--- config.mk ---
export PLATFORM = sky130hd
export DESIGN_NAME = sfw_host
export DESIGN_NICKNAME = d
export VERILOG_FILES = /design/src/pkg/sfw_pkg.sv /design/src/rtl/sfw_host.sv
export VERILOG_INCLUDE_DIRS = /design/src /design/src/pkg
export SDC_FILE = /design/constraint.sdc
export NUM_CORES = 1
export LEC_CHECK = 0
export BUFFER_PORTS_ARGS = -buffer_cell sky130_fd_sc_hd__buf_2
export CAP_MARGIN = 40
export CELL_PAD_IN_SITES_DETAIL_PLACEMENT = 1
export CELL_PAD_IN_SITES_GLOBAL_PLACEMENT = 2
export CORE_ASPECT_RATIO = 1.25
export CORE_MARGIN = 3
export CORE_UTILIZATION = 39
export DETAILED_ROUTE_END_ITERATION = 8
export GPL_ROUTABILITY_DRIVEN = 0
export GPL_TIMING_DRIVEN = 0
export PLACE_DENSITY = 0.91
export SYNTH_ARGS = -nofsm -noshare
export SYNTH_HDL_FRONTEND = slang
export SYNTH_HIERARCHICAL = 1
export SYNTH_SLANG_ARGS = --single-unit
--- constraint.sdc ---
create_clock -name clk -period 4.6 [get_ports clk]
set_input_delay 0.46 -clock clk [delete_from_list [all_inputs] [get_ports clk]]
set_output_delay 0.46 -clock clk [all_outputs]
set_load 0.005 [all_outputs]
--- src/pkg/sfw_cfg.svh ---
// constants of the serial flash-write programming host
`ifndef SFW_CFG_SVH
`define SFW_CFG_SVH
`define SFW_MATCH          8'h5a
`define SFW_RATE_INIT      8'h28
`define SFW_CMD_WRITE      8'h30
`define SFW_ERR_RATE       8'h62
`define SFW_ERR_CMD        8'h63
`define SFW_REC_MARK       8'h3a
`define SFW_CLK_HZ         40000000
`define SFW_INIT_BPS       9600
`define SFW_INIT_DIV       ((`SFW_CLK_HZ + `SFW_INIT_BPS / 2) / `SFW_INIT_BPS)
`define SFW_ECHO_WAIT_BITS 40
`define SFW_SUM_WAIT_MS    200
`define SFW_SUM_WAIT       (`SFW_CLK_HZ / 1000 * `SFW_SUM_WAIT_MS)
`define SFW_MATCH_TRIES    8'hff
`define SFW_DATA_W         8
`define SFW_FIFO_DEPTH     8
`endif

--- src/pkg/sfw_pkg.sv ---
// types of the serial flash-write programming host
package sfw_pkg;
    typedef struct packed
    {
        logic        resume;
        logic [7:0]  rate_code;
        logic [15:0] new_div;
        logic [15:0] cnt_addr;
        logic [15:0] pw_addr;
    } cfg_t;
    typedef struct packed
    {
        logic       last;
        logic [7:0] data;
    } fifo_word_t;
    typedef enum logic [3:0]
    {
        ST_IDLE     = 4'b0000,
        ST_MATCH_TX = 4'b0001,
        ST_MATCH_W  = 4'b0010,
        ST_RATE_TX  = 4'b0011,
        ST_RATE_W   = 4'b0100,
        ST_CMD_TX   = 4'b0101,
        ST_CMD_W    = 4'b0110,
        ST_ADDR     = 4'b0111,
        ST_DATA     = 4'b1000,
        ST_SUM_H    = 4'b1001,
        ST_SUM_L    = 4'b1010
    } state_t;
    typedef enum logic [2:0]
    {
        ERR_NONE     = 3'b000,
        ERR_NO_MATCH = 3'b001,
        ERR_RATE     = 3'b010,
        ERR_CMD      = 3'b011,
        ERR_TIMEOUT  = 3'b100
    } err_t;
endpackage : sfw_pkg

--- src/rtl/sfw_host.sv ---
// programming host: byte fifo and link sequencer for the flash-write command
`timescale 1ns/10ps
`include "sfw_cfg.svh"

module sfw_fifo #(
    parameter int W     = 9,
    parameter int DEPTH = 8
) (
    input  wire logic         clk,
    input  wire logic         nrst,
    input  wire logic         in_valid,
    input  wire logic [W-1:0] in_data,
    output logic              in_ready,
    output logic              out_valid,
    input  wire logic         out_ready,
    output logic [W-1:0]      out_data
);
    localparam int AW = $clog2(DEPTH);
    localparam int CW = $clog2(DEPTH + 1);
    logic [W-1:0]  mem_r [DEPTH];
    logic [AW-1:0] wp_r;
    logic [AW-1:0] rp_r;
    logic [CW-1:0] cnt_r;
    logic [CW-1:0] cnt_nxt;
    logic          push;
    logic          pop;
    logic          rdy_r;

    assign push      = in_valid && rdy_r;
    assign pop       = out_ready && (cnt_r != '0);
    assign out_valid = (cnt_r != '0);
    assign out_data  = mem_r[rp_r];
    assign in_ready  = rdy_r;
    assign cnt_nxt   = cnt_r + CW'(push) - CW'(pop);

    always_ff @(posedge clk)
    begin
        if (push)
        begin
            mem_r[wp_r] <= in_data;
        end
    end

    always_ff @(posedge clk)
    begin
        if (!nrst)
        begin
            wp_r  <= '0;
            rp_r  <= '0;
            cnt_r <= '0;
            rdy_r <= 1'b0;
        end
        else
        begin
            if (push)
            begin
                wp_r <= (wp_r == AW'(DEPTH - 1)) ? '0 : wp_r + 1'b1;
            end
            if (pop)
            begin
                rp_r <= (rp_r == AW'(DEPTH - 1)) ? '0 : rp_r + 1'b1;
            end
            cnt_r <= cnt_nxt;
            // registered ready: full is known one cycle ahead, never overfills
            rdy_r <= (cnt_nxt != CW'(DEPTH));
        end
    end
endmodule : sfw_fifo

module sfw_host #(
    parameter logic [15:0] INIT_DIV  = 16'(`SFW_INIT_DIV),
    parameter logic [23:0] ECHO_WAIT = 24'(`SFW_ECHO_WAIT_BITS * `SFW_INIT_DIV),
    parameter logic [23:0] SUM_WAIT  = 24'(`SFW_SUM_WAIT)
) (
    input  wire logic      clk,
    input  wire logic      nrst,
    input  wire logic      start,
    input  sfw_pkg::cfg_t  cfg,
    input  wire logic      in_valid,
    input  sfw_pkg::fifo_word_t in_word,
    output logic           in_ready,
    input  wire logic      rxd,
    output logic           txd,
    output logic           busy,
    output logic           done,
    output sfw_pkg::err_t  err,
    output logic [15:0]    sum
);
    import sfw_pkg::*;

    // ************************************************************
    // declarations
    // ************************************************************
    state_t      state_r;
    cfg_t        cfg_r;
    err_t        err_r;
    fifo_word_t  f_word;
    logic        f_valid;
    logic        pop;
    logic [15:0] cur_div_r;
    logic [23:0] timer_r;
    logic [7:0]  tries_r;
    logic [1:0]  idx_r;
    logic        tx_load_r;
    logic [7:0]  tx_byte_r;
    logic        tx_busy_r;
    logic [9:0]  tx_sh_r;
    logic [15:0] tx_cnt_r;
    logic [3:0]  tx_bit_r;
    logic        txd_r;
    logic        rx_s1_r;
    logic        rx_s2_r;
    logic        rx_busy_r;
    logic [15:0] rx_cnt_r;
    logic [3:0]  rx_bit_r;
    logic [7:0]  rx_sh_r;
    logic        rx_valid_r;
    logic [7:0]  rx_data_r;
    logic [15:0] sum_r;
    logic        done_r;
    logic        busy_r;
    logic        tx_free;
    logic        timeout;

    function automatic logic [7:0] addr_byte(input cfg_t c, input logic [1:0] i);
        case (i)
            2'h0:    addr_byte = c.cnt_addr[15:8];
            2'h1:    addr_byte = c.cnt_addr[7:0];
            2'h2:    addr_byte = c.pw_addr[15:8];
            default: addr_byte = c.pw_addr[7:0];
        endcase
    endfunction : addr_byte

    // ************************************************************
    // byte fifo: password bytes then hex records, last flag ends them
    // ************************************************************
    sfw_fifo #(.W($bits(fifo_word_t)), .DEPTH(`SFW_FIFO_DEPTH)) u_fifo (
        .clk       (clk),
        .nrst      (nrst),
        .in_valid  (in_valid),
        .in_data   (in_word),
        .in_ready  (in_ready),
        .out_valid (f_valid),
        .out_ready (pop),
        .out_data  (f_word)
    );

    assign tx_free = !tx_busy_r && !tx_load_r;
    assign pop     = (state_r == ST_DATA) && f_valid && tx_free;
    assign timeout = (timer_r == '0);

    // ************************************************************
    // transmitter, lsb first, one stop bit
    // ************************************************************
    always_ff @(posedge clk)
    begin
        if (!nrst)
        begin
            tx_busy_r <= 1'b0;
            tx_sh_r   <= 10'h3ff;
            tx_cnt_r  <= 16'h0000;
            tx_bit_r  <= 4'h0;
            txd_r     <= 1'b1;
        end
        else
        begin
            txd_r <= tx_busy_r ? tx_sh_r[0] : 1'b1;
            if (!tx_busy_r)
            begin
                if (tx_load_r)
                begin
                    tx_sh_r   <= {1'b1, tx_byte_r, 1'b0};
                    tx_busy_r <= 1'b1;
                    tx_cnt_r  <= 16'h0000;
                    tx_bit_r  <= 4'h0;
                end
            end
            else if (tx_cnt_r == cur_div_r - 16'h0001)
            begin
                tx_cnt_r <= 16'h0000;
                tx_sh_r  <= {1'b1, tx_sh_r[9:1]};
                if (tx_bit_r == 4'h9)
                begin
                    tx_busy_r <= 1'b0;
                end
                tx_bit_r <= tx_bit_r + 4'h1;
            end
            else
            begin
                tx_cnt_r <= tx_cnt_r + 16'h0001;
            end
        end
    end

    // ************************************************************
    // receiver, mid-bit sampling; a bad stop bit drops the byte
    // ************************************************************
    always_ff @(posedge clk)
    begin
        if (!nrst)
        begin
            rx_s1_r    <= 1'b1;
            rx_s2_r    <= 1'b1;
            rx_busy_r  <= 1'b0;
            rx_cnt_r   <= 16'h0000;
            rx_bit_r   <= 4'h0;
            rx_sh_r    <= 8'h00;
            rx_valid_r <= 1'b0;
            rx_data_r  <= 8'h00;
        end
        else
        begin
            rx_s1_r    <= rxd;
            rx_s2_r    <= rx_s1_r;
            rx_valid_r <= 1'b0;
            if (!rx_busy_r)
            begin
                if (!rx_s2_r)
                begin
                    rx_busy_r <= 1'b1;
                    rx_cnt_r  <= {1'b0, cur_div_r[15:1]};
                    rx_bit_r  <= 4'h0;
                end
            end
            else if (rx_cnt_r != 16'h0000)
            begin
                rx_cnt_r <= rx_cnt_r - 16'h0001;
            end
            else
            begin
                rx_cnt_r <= cur_div_r - 16'h0001;
                rx_bit_r <= rx_bit_r + 4'h1;
                if (rx_bit_r == 4'h0)
                begin
                    rx_busy_r <= !rx_s2_r;
                end
                else if (rx_bit_r == 4'h9)
                begin
                    rx_busy_r  <= 1'b0;
                    rx_valid_r <= rx_s2_r;
                    rx_data_r  <= rx_sh_r;
                end
                else
                begin
                    rx_sh_r <= {rx_s2_r, rx_sh_r[7:1]};
                end
            end
        end
    end

    // ************************************************************
    // sequencer
    // ************************************************************
    always_ff @(posedge clk)
    begin
        if (!nrst)
        begin
            state_r   <= ST_IDLE;
            cfg_r     <= '0;
            err_r     <= ERR_NONE;
            cur_div_r <= INIT_DIV;
            timer_r   <= 24'h000000;
            tries_r   <= 8'h00;
            idx_r     <= 2'h0;
            tx_load_r <= 1'b0;
            tx_byte_r <= 8'h00;
            sum_r     <= 16'h0000;
            done_r    <= 1'b0;
            busy_r    <= 1'b0;
        end
        else
        begin
            tx_load_r <= 1'b0;
            done_r    <= 1'b0;
            if (!timeout)
            begin
                timer_r <= timer_r - 24'h000001;
            end
            case (state_r)
                ST_IDLE:
                begin
                    busy_r <= 1'b0;
                    if (start)
                    begin
                        cfg_r   <= cfg;
                        err_r   <= ERR_NONE;
                        busy_r  <= 1'b1;
                        tries_r <= `SFW_MATCH_TRIES;
                        idx_r   <= 2'h0;
                        // a device that just sent its checksum takes a command directly
                        if (cfg.resume)
                        begin
                            state_r <= ST_CMD_TX;
                        end
                        else
                        begin
                            cur_div_r <= INIT_DIV;
                            state_r   <= ST_MATCH_TX;
                        end
                    end
                end
                ST_MATCH_TX:
                begin
                    if (tx_free && !rx_busy_r)
                    begin
                        tx_byte_r <= `SFW_MATCH;
                        tx_load_r <= 1'b1;
                        timer_r   <= ECHO_WAIT;
                        state_r   <= ST_MATCH_W;
                    end
                end
                ST_MATCH_W:
                begin
                    if (rx_valid_r && rx_data_r == `SFW_MATCH)
                    begin
                        state_r <= ST_RATE_TX;
                    end
                    else if (timeout || rx_valid_r)
                    begin
                        // silence or garbage: send the matching byte again, or give up with ERR_NO_MATCH once tries_r is zero
                        if (tries_r == 8'h00)
                        begin
                            err_r   <= ERR_NO_MATCH;
                            done_r  <= 1'b1;
                            state_r <= ST_IDLE;
                        end
                        else
                        begin
                            tries_r <= tries_r - 8'h01;
                            state_r <= ST_MATCH_TX;
                        end
                    end
                end
                ST_RATE_TX:
                begin
                    if (tx_free)
                    begin
                        tx_byte_r <= cfg_r.rate_code;
                        tx_load_r <= 1'b1;
                        timer_r   <= ECHO_WAIT;
                        state_r   <= ST_RATE_W;
                    end
                end
                ST_RATE_W:
                begin
                    if (rx_valid_r && rx_data_r == cfg_r.rate_code)
                    begin
                        // device switches after its echo, so we switch only now
                        cur_div_r <= cfg_r.new_div;
                        state_r   <= ST_CMD_TX;
                    end
                    else if (timeout || rx_valid_r)
                    begin
                        err_r   <= ERR_RATE;
                        done_r  <= 1'b1;
                        state_r <= ST_IDLE;
                    end
                end
                ST_CMD_TX:
                begin
                    if (tx_free && !rx_busy_r)
                    begin
                        tx_byte_r <= `SFW_CMD_WRITE;
                        tx_load_r <= 1'b1;
                        timer_r   <= ECHO_WAIT;
                        state_r   <= ST_CMD_W;
                    end
                end
                ST_CMD_W:
                begin
                    if (rx_valid_r && rx_data_r == `SFW_CMD_WRITE)
                    begin
                        state_r <= ST_ADDR;
                    end
                    else if (timeout || rx_valid_r)
                    begin
                        err_r   <= ERR_CMD;
                        done_r  <= 1'b1;
                        state_r <= ST_IDLE;
                    end
                end
                ST_ADDR:
                begin
                    // no answer follows these bytes, so they go back to back
                    if (tx_free)
                    begin
                        tx_byte_r <= addr_byte(cfg_r, idx_r);
                        tx_load_r <= 1'b1;
                        idx_r     <= idx_r + 2'h1;
                        if (idx_r == 2'h3)
                        begin
                            state_r <= ST_DATA;
                        end
                    end
                end
                ST_DATA:
                begin
                    // password bytes, if any, then records, all as queued
                    // not screened: erasing first and whole-region writes stay with the user
                    if (pop)
                    begin
                        tx_byte_r <= f_word.data;
                        tx_load_r <= 1'b1;
                        if (f_word.last)
                        begin
                            timer_r <= SUM_WAIT;
                            state_r <= ST_SUM_H;
                        end
                    end
                end
                ST_SUM_H:
                begin
                    // a halted device is silent; only the timer tells
                    if (rx_valid_r)
                    begin
                        sum_r[15:8] <= rx_data_r;
                        timer_r     <= ECHO_WAIT;
                        state_r     <= ST_SUM_L;
                    end
                    else if (timeout)
                    begin
                        err_r   <= ERR_TIMEOUT;
                        done_r  <= 1'b1;
                        state_r <= ST_IDLE;
                    end
                end
                ST_SUM_L:
                begin
                    if (rx_valid_r)
                    begin
                        sum_r[7:0] <= rx_data_r;
                        done_r     <= 1'b1;
                        state_r    <= ST_IDLE;
                    end
                    else if (timeout)
                    begin
                        err_r   <= ERR_TIMEOUT;
                        done_r  <= 1'b1;
                        state_r <= ST_IDLE;
                    end
                end
                default:
                begin
                    state_r <= ST_IDLE;
                end
            endcase
        end
    end

    assign txd  = txd_r;
    assign busy = busy_r;
    assign done = done_r;
    assign err  = err_r;
    assign sum  = sum_r;

    // ************************************************************
    // checks
    // ************************************************************
    AST_MATCH_BYTE: assert property (@(posedge clk) disable iff (!nrst)
        tx_load_r && state_r == ST_MATCH_W |-> tx_byte_r == `SFW_MATCH)
        else $error("matching byte wrong");
    AST_RETRY: assert property (@(posedge clk) disable iff (!nrst)
        state_r == ST_MATCH_W && timeout && !rx_valid_r && tries_r != 8'h00
        |=> state_r == ST_MATCH_TX ##[1:8] state_r == ST_MATCH_W)
        else $error("matching byte not resent");
    AST_RATE_BYTE: assert property (@(posedge clk) disable iff (!nrst)
        tx_load_r && state_r == ST_RATE_W |-> tx_byte_r == cfg_r.rate_code)
        else $error("rate code wrong");
    AST_DIV_SWITCH: assert property (@(posedge clk) disable iff (!nrst)
        state_r == ST_RATE_W && rx_valid_r && rx_data_r == cfg_r.rate_code
        |=> cur_div_r == cfg_r.new_div && state_r == ST_CMD_TX)
        else $error("rate not switched after echo");
    AST_RATE_ERR: assert property (@(posedge clk) disable iff (!nrst)
        state_r == ST_RATE_W && rx_valid_r && rx_data_r != cfg_r.rate_code
        |=> err_r == ERR_RATE && done_r && $stable(cur_div_r))
        else $error("rate error missed");
    AST_CMD_BYTE: assert property (@(posedge clk) disable iff (!nrst)
        tx_load_r && state_r == ST_CMD_W |-> tx_byte_r == `SFW_CMD_WRITE)
        else $error("command byte wrong");
    AST_CMD_ERR: assert property (@(posedge clk) disable iff (!nrst)
        state_r == ST_CMD_W && rx_valid_r && rx_data_r != `SFW_CMD_WRITE
        |=> err_r == ERR_CMD && state_r == ST_IDLE)
        else $error("command error missed");
    AST_CNT_ADDR_HI: assert property (@(posedge clk) disable iff (!nrst)
        tx_load_r && state_r == ST_ADDR && idx_r == 2'h1
        |-> tx_byte_r == cfg_r.cnt_addr[15:8])
        else $error("count address order wrong");
    AST_PW_ADDR_LO: assert property (@(posedge clk) disable iff (!nrst)
        tx_load_r && state_r == ST_DATA && $past(state_r) == ST_ADDR
        |-> idx_r == 2'h0 && tx_byte_r == cfg_r.pw_addr[7:0])
        else $error("compare address order wrong");
    AST_SUM_LO: assert property (@(posedge clk) disable iff (!nrst)
        state_r == ST_SUM_L && rx_valid_r
        |=> done_r && sum_r[7:0] == $past(rx_data_r) && err_r == ERR_NONE)
        else $error("checksum low byte lost");
endmodule : sfw_host

# Word-level counts from Yosys, hierarchy flattened
# Memories as Yosys holds them, arrays and structs flattened. A register that Yosys moved wholly into a read port is not among the register bits.
# Cells that the tools add are included.
[totals] regBits=223 ram_bits=72 inputBits=71 out_inout_bits=23 word_cells=243 mem_count=1
[memory_table] name="u_fifo.mem_r" depth=8 width=9 read_ports=1 rd_clocked_by_memory_dff=1 write_ports=1 line="sfw_host.sv:20" rtl="logic [W-1:0] mem_r [DEPTH];"
[op_classes] n_addsub=12 n_eq_ne=46 mux=101 bitwise_logic=5 n_reduce_logical=45
[op_table] op="16-bit 2-to-1 mux" n=9
[op_table] op="24-bit 2-to-1 mux" n=6
[op_table] op="24-bit one-hot mux with 4 select lines" n=1
[op_table] op="4-bit 2-to-1 mux" n=22
[op_table] op="8-bit 2-to-1 mux" n=9
[op_table] op="3-bit 2-to-1 mux" n=15
[op_table] op="4-bit one-hot mux with 11 select lines" n=1
[op_table] op="8-bit one-hot mux with 5 select lines" n=1
[op_table] op="2-bit != test, second input constant" n=19
[op_table] op="16-bit one-hot mux with 2 select lines" n=1
[op_table] op="16-bit by 1-bit subtractor with 16-bit output, second input constant" n=2
[op_table] op="10-bit 2-to-1 mux" n=3
[op_table] op="1-bit 2-to-1 mux" n=25
[op_table] op="24-bit logical NOT" n=1
[op_table] op="8-bit one-hot mux with 3 select lines" n=1
[op_table] op="24-bit by 1-bit subtractor with 24-bit output, second input constant" n=1
[op_table] op="4-bit equality test, second input constant" n=5
[op_table] op="16-bit by 1-bit adder with 16-bit output, second input constant" n=1
[op_table] op="16-bit equality test" n=1
[op_table] op="4-bit by 3-bit equality test with 1-bit output, second input constant" n=4
[op_table] op="8-bit one-hot mux with 2 select lines" n=1
[op_table] op="16-bit nonzero test" n=1
[op_table] op="3-bit one-hot mux with 5 select lines" n=1
[op_table] op="2-bit AND reduction" n=6
[op_table] op="39 further kinds" n=72

# Longest topological paths before layout
# Gate-level depths: netlist of the first run.
[logic_depth] ltp_word=6 mapped_depth=14 mapped_depth_nobuf=14

# Cells and area by module
# Netlist of the first run, hierarchy kept.
[by_module_without_submodules] mod="sfw_host" instances=1 cells_each=1282 area_per_inst_um2=10395.0 seq_area_each_um2=4224.1
[by_module_without_submodules] mod="sfw_fifo" instances=1 cells_each=187 area_per_inst_um2=3529.6 seq_area_each_um2=2442.3

# Worst setup path before layout of the first run
# OpenSTA, ideal clock, no wires.
[synth_path] path_kind="register to register" startpoint="register state_r[2]" endpoint="register u_fifo.rdy_r (netlist: u_fifo/in_ready)" arrival_ps=3449 t_required_ps=4478 path_slack_ps=1030 stages_incl_launch_ff=13 cell_sequence="dfxtp_1 buf_1 nor2_1 nand2_1 nor3_1 nand2_1 xor2_1 ha_1 inv_1 fa_1 or3b_2 or4_1 o311a_1"
[synth_via] elab_chain_len=6
[synth_rtl] item="start, declared" line="sfw_host.sv:94" rtl="state_t state_r;"
[synth_rtl] item="start signal, assigned" line="sfw_host.sv:258" rtl="state_r <= ST_IDLE;"
[synth_rtl] item="start signal, assigned" line="sfw_host.sv:293" rtl="state_r <= ST_CMD_TX;"
[synth_rtl] item="start signal, assigned" line="sfw_host.sv:298" rtl="state_r <= ST_MATCH_TX;"
[synth_rtl] item="4-bit equality test" line="sfw_host.sv:149" rtl="assign pop = (state_r == ST_DATA) && f_valid && tx_free;"
[synth_rtl] item="1-bit logical AND (2 in a row)" line="sfw_host.sv:149"
[synth_rtl] item="net pop" line="sfw_host.sv:99" rtl="logic pop;"
[synth_rtl] item="1-bit logical AND" line="sfw_host.sv:30" rtl="assign pop = out_ready && (cnt_r != '0);"
[synth_rtl] item="4-bit by 1-bit subtractor with 4-bit output" line="sfw_host.sv:34" rtl="assign cnt_nxt = cnt_r + CW'(push) - CW'(pop);"
[synth_rtl] item="4-bit != test" line="sfw_host.sv:65" rtl="rdy_r <= (cnt_nxt != CW'(DEPTH));"
[synth_rtl] item="end signal, assigned" line="sfw_host.sv:65"
[synth_rtl] item="end, declared" line="sfw_host.sv:27" rtl="logic rdy_r;"
# The timed path passes the listed nets, and every way through them passes these cells.
# A chain may end at the register's enable or synchronous reset.

# Final worst setup path of the first run
# Same ends and word-level chain as after synthesis.

==> results of run 1 <==
## Yosys cell counts, types with 13 or more instances
library cell / count / share of area
a211oi_1: 16 / 0.0086
a21oi_1: 125 / 0.045
a22oi_1: 16 / 0.0086
and3_1: 18 / 0.0081
clkbuf_1: 74 / 0.020
dfxtp_1: 225 / 0.32
edfxtp_1: 72 / 0.16
ha_1: 23 / 0.021
inv_1: 27 / 0.0073
mux2i_1: 48 / 0.035
mux4_1: 18 / 0.034
nand2_1: 215 / 0.058
nand2b_1: 20 / 0.0090
nand3_1: 44 / 0.016
nor2_1: 121 / 0.033
nor2b_1: 18 / 0.0081
nor3_1: 32 / 0.012
nor4_1: 13 / 0.0058
o21ai_0: 55 / 0.020
or3_1: 14 / 0.0063
xnor2_1: 53 / 0.033
xor2_1: 25 / 0.016
## layout make-up
class                   instances  area, µm²
well taps                     468        586
multi-input cells            1052       6780
plain buffers                  92        400
fillers                      4074      18700
clock inverters                18        229
diodes                          1       2.50
repair buffers                103        541
inverters                      28        105
clock buffers                  38        842
flip-flops and latches        297       6670
## metrics by stage
stage                     power (µW)  instance area (µm²)  hold slack, ns  setup slack, ns   util
after floorplan                 4490                13900           0.386             1.03      -
after global placement          5010                15000           0.393           0.0115  0.430
after detailed placement        5090                15100           0.402            0.411  0.433
after CTS                       7770                16100           0.111            0.368  0.464
after global routing            8140                16100           0.110          0.00859  0.464
final                           7710                16200           0.122            0.341  0.464
## registers in the layout, indices dropped and copies added (netlist names), 9 cells and up, named ones only
| signal | count |
|---|---|
| rx_cnt_r | 16 |
| tx_cnt_r | 16 |
| tx_sh_r | 9 |
| sum | 16 |
| cfg_r | 56 |
| cur_div_r | 16 |
| timer_r | 24 |
| u_fifo/mem_r | 72 |
## logic make-up after synthesis
logic type / share of synthesized area
compound gates: 0.143
xor+xnor: 0.0507
fa+ha+maj: 0.0221
buf+inv: 0.0363
flops: 0.479
mux: 0.0774
simple gates: 0.192
## power by group
part	leakage [µW]	internal, µW	switching (µW)
clock network	0.000509	1570	1070
logic	0.00301	690	1180
registers	0.00248	2970	233
## path summary, 6_finish.rpt
check / from / endpoint / slack (ns) / depth (start not counted)
max: state_r[2] / u_fifo/in_ready / 0.34 / 13
min: rxd / rx_s1_r / 0.12 / 2
max reg2reg: state_r[2] / u_fifo/in_ready / 0.34 / 13
min reg2reg: rx_s1_r / rx_s2_r / 0.42 / 1
## per-layer routing
layer,up-vias,part of all wire,global-route usage
li1,5558,-,-
met1,5797,0.41,0.269
met2,274,0.52,0.415
met3,80,0.045,0.0286
met4,0,0.030,0.0692
met5,-,0,0
==> results.py, run 1 <==
metrics = {
    "synth": {
        "syn_area_um2": 13900,
        "synthCells": 1469,
        "ys_ff_latch": 297,
        "postSynth.asyncResetShare": 0,
        "ys_types": 82,
        "yosysWarnings": 6,
        "avgSynthCellArea_um2": 9.48,
        "syn-num-nets": 1564,
        "yosysSeqAreaShare": 0.479,
        "ys_dominant_reg_cell": "dfxtp_1",
        "synth_edf_count": 72,
    },
    "hold_path": {
        "hold_path.class": "in -> reg",
    },
    "global_routing": {
        "grt_max_degree": 15,
        "antenna_found_initial": 1,
        "grt_pass1_vias": 12155,
        "grt_overflow_total": 0,
        "grt_usage": 0.224,
        "grt_pass1_wl_um": 68000,
    },
    "timing": {
        "fin_tns_setup_ns": 0,
        "drv_slew": 0,
        "grt_setup_unrepaired": "false",
        "clock_skew_ns": 0.00832,
        "slew_headroom": 0.388,
        "period_share": 0.926,
        "fin_crit_ns": 4.26,
        "tightest_slew_ns": 0.911,
        "setup_viol_count_final": 0,
        "fmax_mhz": 235,
        "hold_viol_final": 0,
    },
    "worst_setup_path": {
        "start_kind": "register",
        "path_cells": "buf_1 > nor2_1 > nand2_1 > nor3_1 > buf_4 > nand2_1 > xor2_1 > ha_1 > inv_1 > fa_1 > or3b_2 > or4_1 > o311a_1",
        "path_max_fanout": 10,
        "required_ns": 5.05,
        "critical-path-max-stage-delay_ns": 0.57,
        "endpoint_kind": "register",
        "crit_type": "reg -> reg",
        "cpMaxStageDelayCell": "nor2_1",
        "cp_common_cell": "nand2_1",
        "path_buf_inv": 3,
        "crit_arrival_ns": 4.71,
        "cp_top_family": "simple AND/OR/NAND/NOR gates",
    },
    "cts": {
        "clkSlewWorstSetupHoldPaths_ns": 0.06,
        "clockBufferDepth": 3,
        "tritoncts": "yes",
        "clkSinkCount": 297,
        "cts_post_setup_buffers_inserted": 0,
        "cts_root_buf": "clkbuf_16",
        "htreeDepth": 1,
        "numCtsBuffers": 30,
        "cts_resized": 0,
        "hold_buffers": 0,
        "clock_latency_ns": 0.57,
    },
    "power": {
        "p_leak_uw": 0.00600,
        "powerDensity_nw_per_um2": 477,
        "ir_worst_vdd_uv": 356,
    },
    "detailed_routing": {
        "ant_nets": 0,
        "num_vias": 11709,
        "drc_errors": 0,
        "dr.first_iter.drc_count": 728,
        "finalWirelength_um": 43300,
        "vias_per_cell": 5.58,
        "drt_first_pass_iters": 8,
        "wire_per_inst_um": 20.6,
    },
    "layout": {
        "area_growth_pct": 16.0,
        "layout-drive-gt1-share": 0.120,
        "nNetsFinal": 1699,
        "most-common-layout-cells": "225 x dfxtp_1, 215 x nand2_1, 125 x a21oi_1",
        "fin_cells": 2097,
        "layout_commonest_cell": "dfxtp_1",
    },
    "outcome": {
        "status": "finished, final reports clean",
    },
    "job": {
        "cap_violations": 0,
    },
    "die": {
        "die_h_um": 217,
        "die_area_um2": 38000,
        "floorplan.initialDensity": 0.400,
        "core_um2": 34800,
        "dieWidth_um": 175,
        "boundaryPins": 94,
        "num_rows": 76,
    },
    "placed_design": {
        "dp_hpwl_um": 32200,
        "dp.cells": 2039,
        "portBuffers": 93,
    },
}
No activity file was read; power rests on OpenSTA's default activity.
==> run 2: changes to the inputs <==
CORE_UTILIZATION = 35   (was 39)
CTS_CLUSTER_DIAMETER = 150   (was default)
GPL_ROUTABILITY_DRIVEN = 1   (was 0)
PLACE_DENSITY = 0.87   (was 0.91)
clock period = 3.5 ns   (was 4.6 ns; I/O delays follow)
==> run 2 against run 1 <==
Sequential share of layout area down 0.45 points. Routed wire length rose by 2.2%. Sequential cell count unchanged. Critical path depth up 1. Largest cell class unchanged. First-iteration DRC count fell by 30%. Combinational power increased by 33%. Largest power group unchanged. Clock-buffer cell count rose by 3. Final cell count rose by 2.0%.
==> results.py, run 2 (synthesis results as in run 1) <==
metrics = {
    "cts": {
        "clockBufferDepth": 3,
        "numCtsBuffers": 31,
        "tritoncts": "yes",
        "clkSinkCount": 297,
        "cts_root_buf": "clkbuf_16",
        "htreeDepth": 1,
        "clkSlewWorstSetupHoldPaths_ns": 0.06,
        "clock_latency_ns": 0.60,
    },
    "power": {
        "power_frac_comb": 0.246,
        "switching_power_uw": 3260,
        "p_total_uw": 10100,
        "swShare": 0.324,
        "p_seq_frac": 0.419,
        "ir_worst_vdd_uv": 612,
        "internal-power_uw": 6820,
        "p_leak_uw": 0.00606,
        "powerDensity_nw_per_um2": 617,
        "clkPwrFrac": 0.335,
    },
    "layout": {
        "top_register": "u_fifo/mem_r",
        "design_area_um2": 16300,
        "nNetsFinal": 1711,
        "fillers": 4477,
        "multi_input_area_um2": 6870,
        "layout-drive-gt1-share": 0.132,
        "top_regs": "u_fifo/mem_r: 72 flops, cfg_r: 56 flops, timer_r: 24 flops",
        "layout_commonest_cell": "dfxtp_1",
        "regArea_um2": 6670,
        "largest_register_ffs": 72,
        "area_growth_pct": 17.3,
        "most-common-layout-cells": "225 x dfxtp_1, 214 x nand2_1, 124 x a21oi_1",
    },
    "worst_setup_path": {
        "reg2reg_depth": 14,
        "crit_arrival_ns": 3.81,
        "required_ns": 3.98,
        "cpMaxStageDelayCell": "dfxtp_1",
        "reg2reg_slack_ns": 0.17,
        "reg2reg_from": "cur_div_r[0]",
        "worstSetupStartpoint": "cur_div_r[0]",
        "path_max_fanout": 9,
        "critical-path-max-stage-delay_ns": 0.39,
        "endpoint_kind": "register",
        "r2r_end": "tx_sh_r[0]",
        "cp-endpoint": "tx_sh_r[0]",
        "cp_common_cell": "buf_4",
        "crit_type": "reg -> reg",
        "start_kind": "register",
        "path_cells": "inv_2 > ha_4 > or3b_1 > buf_2 > or3_4 > a311oi_2 > nand4_1 > buf_4 > a2111oi_4 > buf_4 > a21bo_1 > buf_6 > nand2_2 > a221o_1",
    },
    "global_routing": {
        "grt_pass1_wl_um": 69700,
        "antenna_found_initial": 1,
        "grt_usage": 0.207,
        "grt_pass1_vias": 12187,
        "grt_overflow_total": 0,
        "grt_use_met2": 0.383,
        "gr-usage-met1": 0.248,
        "grt_max_degree": 16,
        "top_usage_layer": "met2",
        "use_met3": 0.0241,
    },
    "timing": {
        "tightest_slew_ns": 0.906,
        "hold_viol_final": 0,
        "fin_crit_ns": 3.33,
        "period_share": 0.951,
        "setup_viol_count_final": 0,
        "clock_skew_ns": 0.0473,
        "drv_slew": 0,
        "slew_headroom": 0.391,
        "fmax_mhz": 300,
        "fin_tns_setup_ns": 0,
    },
    "detailed_routing": {
        "wire_per_inst_um": 20.7,
        "num_vias": 11665,
        "drc_errors": 0,
        "vias_per_cell": 5.45,
        "dr.first_iter.drc_count": 513,
        "drt_first_pass_iters": 5,
        "finalWirelength_um": 44200,
        "ant_nets": 0,
    },
    "die": {
        "die_h_um": 229,
        "boundaryPins": 94,
        "core_um2": 39200,
        "die_area_um2": 42200,
        "dieWidth_um": 184,
        "floorplan.initialDensity": 0.355,
        "num_rows": 81,
    },
    "placed_design": {
        "portBuffers": 93,
        "dp_hpwl_um": 33500,
        "dpl-instance-area_um2": 15100,
        "place_congestion": 0.883,
    },
    "hold_path": {
        "hold_depth": 1,
        "hold_path.class": "in -> reg",
    },
    "outcome": {
        "status": "finished, final reports clean",
    },
    "job": {
        "cap_violations": 0,
    },
}
run 2: power groups by stage:
stage          logic [µW]  registers (µW)  clock network, µW
6_report             2480            4220               3370
5_1_grt              2780            4270               3600
4_1_cts              2470            4210               3450
3_5_place_dp         2420            4280                  0
3_3_place_gp         2350            4260                  0
2_1_floorplan        1740            4170                  0
run 2: metrics by stage:
stage / instances / utilization / setup WS [ns] / hold slack [ns]
global placement: 2060 / 0.383 / -0.596 / 0.397
finish: 2139 / 0.416 / 0.171 / 0.0307
floorplan: 1469 / - / 0.135 / 0.386
detailed placement: 2070 / 0.385 / -0.708 / 0.402
global route: 2138 / 0.416 / -0.00631 / 0.0179
CTS: 2130 / 0.414 / -0.0509 / 0.000305
run 2: worst max-delay path: cells and delay by family, from the launching register on:
| kind | cells | cell delay (ns) |
|---|---|---|
| compound gates | 4 | 0.96 |
| fa+ha+maj | 1 | 0.17 |
| buf+inv | 5 | 0.80 |
| flops | 1 | 0.39 |
| simple gates | 4 | 0.92 |
run 2: worst min-delay path by stage:
| stage | start | to |
|---|---|---|
| 2_1_floorplan | rx_s1_r | rx_s2_r |
| 3_3_place_gp | rx_s1_r | rx_s2_r |
| 3_5_place_dp | rx_s1_r | rx_s2_r |
| 4_1_cts | in_word[6] | u_fifo/mem_r[0][6] |
| 5_1_grt | cfg[8] | cfg_r[8] |
| 6_report | in_word[6] | u_fifo/mem_r[6][6] |
run 2: repair_timing:
item / 4_1_cts / 5_1_grt
buffers inserted: 1 / 8
hold buffers: 3 / 0
resized for setup: 11 / 11
pin swaps: 1 / 8
endpoints found under the hold margin: 3 / 0
setup endpoints to repair: 8 / 25
run 2: per-layer routing:
layer / part of all wire / vias to the layer above
met5: 0 / -
met3: 0.033 / 80
met2: 0.52 / 221
li1: - / 5571
met4: 0.031 / 0
met1: 0.41 / 5793
run 2: area by class of cell:
cell class | instances | share of cell area
well taps | 498 | 0.0382
inverters | 28 | 0.00644
clock buffers | 41 | 0.0510
plain buffers | 91 | 0.0244
multi-input cells | 1052 | 0.421
diodes | 2 | 0.000307
clock inverters | 15 | 0.0117
repair buffers | 115 | 0.0388
flip-flops and latches | 297 | 0.408
